$ cat src/timer0_pkg.sv
// Shared constants and types for the timer/counter block.
package timer0_pkg;

  // Bus geometry: registers sit at byte address four times their index.
  localparam int unsigned ADDR_W = 12;
  localparam int unsigned IDX_W = ADDR_W - 2;

  // Register indices.
  localparam logic [IDX_W-1:0] IDX_TMR = 10'h001;
  localparam logic [IDX_W-1:0] IDX_INTC = 10'h00b;
  localparam logic [IDX_W-1:0] IDX_OPT = 10'h081;
  localparam logic [IDX_W-1:0] IDX_PORT_A_DIRECTION = 10'h085;
  localparam logic [IDX_W-1:0] IDX_ANALOG_PIN_SELECT = 10'h091;
  localparam logic [IDX_W-1:0] IDX_EVT_STAT = 10'h0c0;
  localparam logic [IDX_W-1:0] IDX_EVT_MASK = 10'h0c1;

  // Reset values.
  localparam logic [7:0] RST_TMR = 8'h00;
  localparam logic [7:0] RST_INTC = 8'h00;
  localparam logic [7:0] RST_OPT = 8'hff;
  localparam logic [7:0] RST_PORT_A_DIRECTION = 8'h3f;
  localparam logic [7:0] PORT_A_DIRECTION_IMPL = 8'h3f;
  localparam logic [7:0] RST_ANALOG_PIN_SELECT = 8'hff;
  // Folded pin level at reset: the analog pin reads low and the falling
  // edge is selected, so the edge history must start high.
  localparam logic RST_EXT_PREV = 1'b1;

  // Counter limits and the analog select bit of the count pin.
  localparam logic [7:0] CNT_MAX = 8'hff;
  localparam int unsigned EXT_ANALOG_PIN_SELECT_BIT = 2;
  localparam int unsigned EVT_OVF_BIT = 0;

  // Timing: an instruction cycle is four phases of the system clock.
  localparam int unsigned CLK_PERIOD_NS = 4;
  localparam int unsigned TCY_NS = 16;
  localparam int unsigned PHASES = TCY_NS / CLK_PERIOD_NS;
  localparam logic [1:0] PH_Q2 = 2'h1;
  localparam logic [1:0] PH_Q4 = 2'h3;
  localparam logic [1:0] INHIBIT_TCY = 2'h2;

  // Option register layout.
  typedef struct packed {
    logic pull_dis;
    logic int_edge;
    logic cs;
    logic se;
    logic prescaler_assign;
    logic [2:0] rate;
  } option_t;

  // Interrupt control register layout.
  typedef struct packed {
    logic gie;
    logic peie;
    logic ovf_en;
    logic int_en;
    logic port_en;
    logic ovf_flag;
    logic int_flag;
    logic port_flag;
  } interrupt_control_t;

  // Whole state of the prescaler.
  typedef struct packed {
    logic [7:0] count;
    logic out;
  } presc_state_t;

  // Whole state of the timer top.
  typedef struct packed {
    logic [1:0] phase;
    logic [7:0] count;
    interrupt_control_t intc;
    option_t opt;
    logic [7:0] port_a_direction;
    logic [7:0] analog_pin_select;
    logic mask_ovf;
    logic [1:0] inhibit;
    logic ext_prev;
    logic ext_pend;
    logic ack;
    logic [31:0] rdata;
    logic irq;
    logic wdt_tick;
  } timer_state_t;

endpackage : timer0_pkg

$ cat src/shared_prescaler.sv
// Shared 8-bit prescaler that divides ticks for the timer or the watchdog.
`timescale 1ns/10ps
module shared_prescaler #(
  parameter int unsigned WIDTH = 8
) (
  input wire logic clk,
  input wire logic rst_n,
  input wire logic ce,
  input wire logic clear,
  input wire logic tick,
  input wire logic wdt_mode,
  input wire logic [2:0] rate_code,
  output logic out_pulse
);

  // The widest division is 1:256, so fewer bits cannot serve it.
  if (WIDTH != 8) begin : g_width_check
    $error("shared_prescaler WIDTH must be 8");
  end

  timer0_pkg::presc_state_t st;
  timer0_pkg::presc_state_t nxt;
  logic [3:0] shift;
  logic [WIDTH:0] lim;
  logic [WIDTH-1:0] mask;

  // Timer divides by two to the code plus one, watchdog by two to the code.
  assign shift = wdt_mode ? {1'b0, rate_code} : {1'b0, rate_code} + 4'h1;
  assign lim = {{WIDTH{1'b0}}, 1'b1} << shift;
  assign mask = lim[WIDTH-1:0] - {{(WIDTH-1){1'b0}}, 1'b1};

  // Software has no path to the count; only clear and tick move it.
  always_comb begin
    nxt = st;
    nxt.out = 1'b0;
    if (clear) begin
      nxt.count = '0;
    end else if (tick) begin
      nxt.count = st.count + 8'h01;
      nxt.out = ((st.count & mask) == mask);
    end
  end

  // State register.
  always_ff @(posedge clk or negedge rst_n) begin
    if (!rst_n) begin
      st <= '0;
    end else if (ce) begin
      st <= nxt;
    end
  end

  assign out_pulse = st.out;

endmodule : shared_prescaler

$ cat src/timer0_top.sv
// Eight-bit timer/counter with shared prescaler and Wishbone registers.
// Overview of operation
// - Timer mode counts instruction cycles or prescaler output.
// - Counter write blocks increments for two cycles.
// - Counter mode counts external pin transitions.
// - Edge select: 0 rising, 1 falling.
// - Rollover to zero sets overflow flag.
// - Interrupt request only while overflow enable set.
// - Flag stays until cleared; clear before enabling.
// - Timer stops in sleep, no wake.
// - External input sampled on Q2 and Q4.
// - Assign bit: 0 timer, 1 watchdog.
// - Rate code sets timer and watchdog division.
// - Prescaler is eight bits, hidden from software.
// - Counter writes clear prescaler when timer-assigned.
// - Watchdog clear clears prescaler when watchdog-assigned.
// - Analog-configured count pin reads as zero.
`timescale 1ns/10ps
module timer0_top #(
  parameter int unsigned PRESC_W = 8
) (
  input wire logic sys_clk,
  input wire logic reset_n,
  input wire logic ce,
  input wire logic wb_cyc_i,
  input wire logic wb_stb_i,
  input wire logic wb_we_i,
  input wire logic [timer0_pkg::ADDR_W-1:0] wb_adr_i,
  input wire logic [3:0] wb_sel_i,
  input wire logic [31:0] wb_dat_i,
  output logic [31:0] wb_dat_o,
  output logic wb_ack_o,
  input wire logic external_count_pin,
  input wire logic sleep_mode,
  input wire logic wdt_base_tick,
  input wire logic watchdog_clear_instruction,
  output logic wdt_tick,
  output logic irq
);

  if (timer0_pkg::PHASES != 4) begin : g_phase_check
    $error("timer0_top expects four clock phases per cycle");
  end

  logic [1:0] rst_sync_ff;
  logic rst_n_int;
  timer0_pkg::timer_state_t st;
  timer0_pkg::timer_state_t nxt;

  // Reset enters asynchronously but is released through two flops.
  always_ff @(posedge sys_clk or negedge reset_n) begin
    if (!reset_n) begin
      rst_sync_ff <= 2'h0;
    end else begin
      rst_sync_ff <= {rst_sync_ff[0], 1'b1};
    end
  end
  assign rst_n_int = rst_sync_ff[1];

  // Bus decode: a request is taken once, in the cycle before ack.
  logic req;
  logic wr;
  logic [timer0_pkg::IDX_W-1:0] idx;
  logic wr_tmr;
  logic wr_intc;
  logic wr_opt;
  logic wr_port_a_direction;
  logic wr_analog_pin_select;
  logic wr_evt;
  logic wr_mask;
  assign req = wb_cyc_i & wb_stb_i & ~st.ack;
  assign wr = req & wb_we_i & wb_sel_i[0];
  assign idx = wb_adr_i[timer0_pkg::ADDR_W-1:2];
  assign wr_tmr = wr && (idx == timer0_pkg::IDX_TMR);
  assign wr_intc = wr && (idx == timer0_pkg::IDX_INTC);
  assign wr_opt = wr && (idx == timer0_pkg::IDX_OPT);
  assign wr_port_a_direction = wr && (idx == timer0_pkg::IDX_PORT_A_DIRECTION);
  assign wr_analog_pin_select = wr && (idx == timer0_pkg::IDX_ANALOG_PIN_SELECT);
  assign wr_evt = wr && (idx == timer0_pkg::IDX_EVT_STAT);
  assign wr_mask = wr && (idx == timer0_pkg::IDX_EVT_MASK);

  // Phase decode of the instruction cycle.
  logic tcy;
  logic sample;
  logic run;
  assign tcy = (st.phase == timer0_pkg::PH_Q4);
  assign sample = tcy || (st.phase == timer0_pkg::PH_Q2);
  assign run = ~sleep_mode;

  // The pin is masked while analog, then folded so one edge type counts.
  logic ext_level;
  logic ext_folded;
  logic ext_edge;
  assign ext_level = external_count_pin &
                     ~st.analog_pin_select[timer0_pkg::EXT_ANALOG_PIN_SELECT_BIT];
  assign ext_folded = ext_level ^ st.opt.se;
  assign ext_edge = ext_folded & ~st.ext_prev;

  // Prescaler routing: the assign bit picks its tick source and clear.
  logic src_pulse;
  logic pre_tick;
  logic pre_clear;
  logic pre_out;
  assign src_pulse = st.opt.cs ? ext_edge : tcy;
  assign pre_tick = st.opt.prescaler_assign ? wdt_base_tick
                               : (src_pulse & run);
  assign pre_clear = st.opt.prescaler_assign ? watchdog_clear_instruction
                                : wr_tmr;

  shared_prescaler #(
    .WIDTH(PRESC_W)
  ) u_presc (
    .clk(sys_clk),
    .rst_n(rst_n_int),
    .ce(ce),
    .clear(pre_clear),
    .tick(pre_tick),
    .wdt_mode(st.opt.prescaler_assign),
    .rate_code(st.opt.rate),
    .out_pulse(pre_out)
  );

  // Increment sources; external events only count at a phase sample.
  logic ext_event;
  logic inc_ext;
  logic inc_int;
  logic inc;
  logic overflow;
  assign ext_event = st.opt.prescaler_assign ? ext_edge : pre_out;
  assign inc_ext = st.opt.cs & sample & st.ext_pend;
  assign inc_int = ~st.opt.cs & (st.opt.prescaler_assign ? tcy : pre_out);
  assign inc = run & (st.inhibit == 2'h0) & (inc_ext | inc_int);
  assign overflow = inc & ~wr_tmr & (st.count == timer0_pkg::CNT_MAX);

  // Read multiplexer; unmapped indices read as zero.
  logic [7:0] rd_byte;
  always_comb begin
    rd_byte = 8'h00;
    case (idx)
      timer0_pkg::IDX_TMR: begin
        rd_byte = st.count;
      end
      timer0_pkg::IDX_INTC: begin
        rd_byte = st.intc;
      end
      timer0_pkg::IDX_OPT: begin
        rd_byte = st.opt;
      end
      timer0_pkg::IDX_PORT_A_DIRECTION: begin
        rd_byte = st.port_a_direction & timer0_pkg::PORT_A_DIRECTION_IMPL;
      end
      timer0_pkg::IDX_ANALOG_PIN_SELECT: begin
        rd_byte = st.analog_pin_select;
      end
      timer0_pkg::IDX_EVT_STAT: begin
        rd_byte = {7'h00, st.intc.ovf_flag};
      end
      timer0_pkg::IDX_EVT_MASK: begin
        rd_byte = {7'h00, st.mask_ovf};
      end
      default: begin
        rd_byte = 8'h00;
      end
    endcase
  end

  // Next-state logic for the whole block.
  always_comb begin
    nxt = st;
    nxt.phase = st.phase + 2'h1;
    nxt.ack = req;
    if (req) begin
      nxt.rdata = {24'h000000, rd_byte};
    end
    if (wr_opt) begin
      nxt.opt = timer0_pkg::option_t'(wb_dat_i[7:0]);
    end
    if (wr_port_a_direction) begin
      nxt.port_a_direction = wb_dat_i[7:0] & timer0_pkg::PORT_A_DIRECTION_IMPL;
    end
    if (wr_analog_pin_select) begin
      nxt.analog_pin_select = wb_dat_i[7:0];
    end
    if (wr_mask) begin
      nxt.mask_ovf = wb_dat_i[timer0_pkg::EVT_OVF_BIT];
    end
    // Edge history; a change of edge select may give one spurious edge.
    nxt.ext_prev = ext_folded;
    // A pending event that meets a new one at a sample stays pending.
    if (!st.opt.cs) begin
      nxt.ext_pend = 1'b0;
    end else if (run && ext_event) begin
      nxt.ext_pend = 1'b1;
    end else if (sample) begin
      nxt.ext_pend = 1'b0;
    end
    // Inhibit window is counted in whole instruction cycles.
    if (wr_tmr) begin
      nxt.inhibit = timer0_pkg::INHIBIT_TCY;
    end else if (tcy && (st.inhibit != 2'h0)) begin
      nxt.inhibit = st.inhibit - 2'h1;
    end
    // A write beats an increment in the same cycle.
    if (wr_tmr) begin
      nxt.count = wb_dat_i[7:0];
    end else if (inc) begin
      nxt.count = st.count + 8'h01;
    end
    // Software clears the flag by either view; a new overflow wins.
    if (wr_intc) begin
      nxt.intc = timer0_pkg::interrupt_control_t'(wb_dat_i[7:0]);
    end
    if (wr_evt && wb_dat_i[timer0_pkg::EVT_OVF_BIT]) begin
      nxt.intc.ovf_flag = 1'b0;
    end
    if (overflow) begin
      nxt.intc.ovf_flag = 1'b1;
    end
    nxt.irq = nxt.intc.ovf_flag & nxt.intc.ovf_en & nxt.mask_ovf;
    nxt.wdt_tick = st.opt.prescaler_assign ? pre_out : wdt_base_tick;
  end

  // State register, frozen while the clock enable is low.
  always_ff @(posedge sys_clk or negedge rst_n_int) begin
    if (!rst_n_int) begin
      st <= '0;
      st.count <= timer0_pkg::RST_TMR;
      st.intc <= timer0_pkg::RST_INTC;
      st.opt <= timer0_pkg::RST_OPT;
      st.port_a_direction <= timer0_pkg::RST_PORT_A_DIRECTION;
      st.analog_pin_select <= timer0_pkg::RST_ANALOG_PIN_SELECT;
      st.ext_prev <= timer0_pkg::RST_EXT_PREV;
    end else if (ce) begin
      st <= nxt;
    end
  end

  assign wb_dat_o = st.rdata;
  assign wb_ack_o = st.ack;
  assign wdt_tick = st.wdt_tick;
  assign irq = st.irq;
endmodule : timer0_top
$ cat config.mk
export PLATFORM = sky130hd
export DESIGN_NAME = timer0_top
export DESIGN_NICKNAME = d
export VERILOG_FILES = /design/src/timer0_pkg.sv /design/src/shared_prescaler.sv /design/src/timer0_top.sv
export SDC_FILE = /design/constraint.sdc
export NUM_CORES = 1
export LEC_CHECK = 0
export ABC_AREA = 1
export BUFFER_PORTS_ARGS = -buffer_cell sky130_fd_sc_hd__buf_4
export CORE_MARGIN = 2
export CORE_UTILIZATION = 56
export CTS_BUF_LIST = sky130_fd_sc_hd__clkbuf_2
export CTS_CLUSTER_DIAMETER = 120
export CTS_CLUSTER_SIZE = 12
export DETAILED_ROUTE_END_ITERATION = 8
export GPL_ROUTABILITY_DRIVEN = 0
export PLACE_DENSITY = 0.79
export SETUP_SLACK_MARGIN = 0.2
export SLEW_MARGIN = 20
export SYNTH_ARGS = -nofsm -noshare
export SYNTH_HDL_FRONTEND = slang
export SYNTH_SLANG_ARGS = --single-unit
export TNS_END_PERCENT = 20
$ cat constraint.sdc
create_clock -name sys_clk -period 2.55 [get_ports sys_clk]
set_input_delay 0 -clock sys_clk [delete_from_list [all_inputs] [get_ports sys_clk]]
set_output_delay 0 -clock sys_clk [all_outputs]
set_load 0.03 [all_outputs]
==> results.yml <==
layout:
  fin_nets: 669
  most-common-layout-cells: "171 x nand2_1, 51 x inv_1, 44 x buf_4, 43 x dfrtp_1, 40 x o21ai_0"
  multi_input_area_sq_um: 1940
  drive_above_1_share: 0.184
  fillers: 573
  final_cells: 706
  diodes: 0
  area_growth_pct: 15.7
  final_common_cell: "nand2_1"
  seq_area_sq_um: 1710
routing:
  wire_per_inst_um: 13.8
  vias: 3723
  drtIter0Drc: 282
  wl_um: 9750
  via_per_inst: 5.27
  route.detailed.drc: 0
  ant_nets: 0
  drt-pass1-iter-count: 7
global_routing:
  antenna_found_initial: 0
  grt_max_degree: 37
  grt_pass1_wl_um: 16000
  grt_pass1_vias: 3490
  grt_usage: 0.265
  grt-ovfl-total: 0
logic_synthesis:
  ys_seq_elements: 67
  synth_seq_area_share: 0.422
  synth_cells: 542
  netlist_area_sq_um: 4040
  synth.avg_cell_area_sq_um: 7.45
  synth_cell_types: 38
  yosys_warnings: 0
floorplanning:
  dieArea_sq_um: 7910
  coreArea_sq_um: 6870
  row_count: 30
  ioPinCount: 93
  start_util: 0.588
  die_x_um: 88.9
  die_h_um: 88.9
sta:
  relSlewSlack: 0.457
  skew_ns: 0.0219
  rsz0062_at_grt: "true"
  clock.fmax_mhz: 435
  tns_ns: 0
  worst_pin_slew_ns: 0.815
  post-route-period-util: 0.902
  finalWorstSetupSlack_ns: 0.251
  hold_viol_final: 0
  fin_crit_ns: 2.30
  setup_viol: 0
  slew_violations: 0
worst_setup_path:
  required_ns: 3.04
  crit_type: "reg -> reg"
  arrival_ns: 2.79
  crit_path_end_kind: "flop"
  path_max_fanout: 16
  start_kind: "flop"
pwr:
  p_sw_w: 0.000883
  p_int_w: 0.00165
  p_comb_frac: 0.248
  swShare: 0.348
  powerDensity_nw_per_um2: 542
  leakagePower_nw: 2.22
  irDropWorstVdd_mv: 0.352
  seqPwrFrac: 0.513
  pwr-share-clk: 0.239
clocking:
  clkTransAtPathRegs_ns: 0.19
  cts_tree: "done"
  clock_path_buffers: 2
  htreeDepth: 3
  clkLatencyLatePin_ns: 0.53
  cts_inserted_buffers: 9
  clock-root-buffer: "clkbuf_2"
  numClockSinks: 67
run:
  cap_viol_max_count: 0
place:
  dp_hpwl_um: 6920
  place_ws_ns: 0.307
  dp.cells: 661
  portBuffers: 39
status:
  outcome: "finished, final reports clean"
min_path:
  hold_path_class: "in -> reg"
## metal layers
layer	share of wire	vias to the layer above	GRT usage
li1	-	1806	-
met1	0.44	1729	0.359
met2	0.47	159	0.417
met3	0.075	29	0.0499
met4	0.023	0	0.117
met5	0	-	0
## final timing paths
kind,start,endpoint,slack (ns),cells past startpoint
hold / removal,wb_stb_i,st[39],0.03,6
setup reg to reg,wb_ack_o,st[42],0.25,8
min in group asynchronous,reset_n,rst_sync_ff[1],0.30,3
setup / recovery,wb_ack_o,st[42],0.25,8
hold reg to reg,rst_sync_ff[1],u_presc.st[3],0.36,0
max in group asynchronous,rst_sync_ff[1],st[49],1.46,1
## worst max-delay path, cell delays in order (launching register included)
cell           delay [ns]
dfrtp_1              0.42
inv_1                0.08
nand3_2              0.09
nor2_4               0.19
inv_2                0.08
nor2_2               0.19
nand4_2              0.37
o21ai_1              0.26
dlygate4sd3_1        0.58
## power by group through the flow
stage	clock [W]	sequential (W)	combinational [W]
floorplan	0	0.00130	0.000470
finish	0.000605	0.00130	0.000628
CTS	0.000613	0.00130	0.000623
global placement	0	0.00131	0.000559
detailed placement	0	0.00132	0.000591
global route	0.000658	0.00132	0.000716
## area by class of cell
class | count | share of cell area
clock inverter | 7 | 0.0126
inverter | 58 | 0.0466
clock buffer | 9 | 0.00964
multi-input combinational | 400 | 0.414
tap | 96 | 0.0257
timing repair buffer | 69 | 0.126
sequential | 67 | 0.365
## state kept, by name, summed over array words and instances, names as in the netlist
signal,flops
wb_ack_o,1
wb_dat_o,8
irq,1
rst_sync_ff,2
wdt_tick,1
u_presc.st,8
st,45
u_presc.out_pulse,1
## synthesized netlist by cell type (all sizes together)
library cell / count / area share
inv: 57 / 0.053
or2: 7 / 0.011
nand3b: 4 / 0.0074
a31oi: 1 / 0.0015
clkinv: 1 / 0.00093
nor3: 10 / 0.015
buf: 35 / 0.063
o211ai: 4 / 0.0074
ha: 6 / 0.019
a21oi: 4 / 0.0059
xor2: 10 / 0.022
nor2: 37 / 0.041
nor3b: 1 / 0.0019
dfrtp: 44 / 0.27
o21ai: 71 / 0.089
o21bai: 1 / 0.0019
nand3: 33 / 0.046
clkbuf: 5 / 0.0046
o22ai: 2 / 0.0031
nand4: 5 / 0.0093
conb: 2 / 0.0019
nand2: 174 / 0.16
or3: 1 / 0.0015
dfstp: 23 / 0.15
o2111ai: 2 / 0.0043
xnor2: 2 / 0.0043
## stage by stage
step	hold WS (ns)	area [sq um]	total power (W)	utilization
6_report	0.0270	4670	0.00253	0.681
4_1_cts	0.00950	4640	0.00254	0.675
5_1_grt	0.0512	4670	0.00270	0.681
3_5_place_dp	-0.217	4290	0.00191	0.624
3_3_place_gp	-0.218	4290	0.00187	0.624
2_1_floorplan	-0.296	4130	0.00177	-
## cell families (layout without fill, tap and decap cells)
kind of cell             count (synthesis)  in the layout  share of synthesized area
adder cells (fa/ha/maj)                  6              6                     0.0186
XOR/XNOR                                12             12                     0.0260
buffers and inverters                   98            143                      0.122
other                                    2             25                    0.00186
AND/OR/NAND/NOR                        272            272                      0.296
AO/OA/AOI/OAI                           85             85                      0.113
flip-flops                              67             67                      0.422
## timing repair
item,in CTS,in global routing
resized for setup,0,3
setup endpoints to repair,0,4
hold buffers,25,0
buffers inserted,0,5
hold endpoints to repair,64,0
Power figures use the tool's default switching activity.
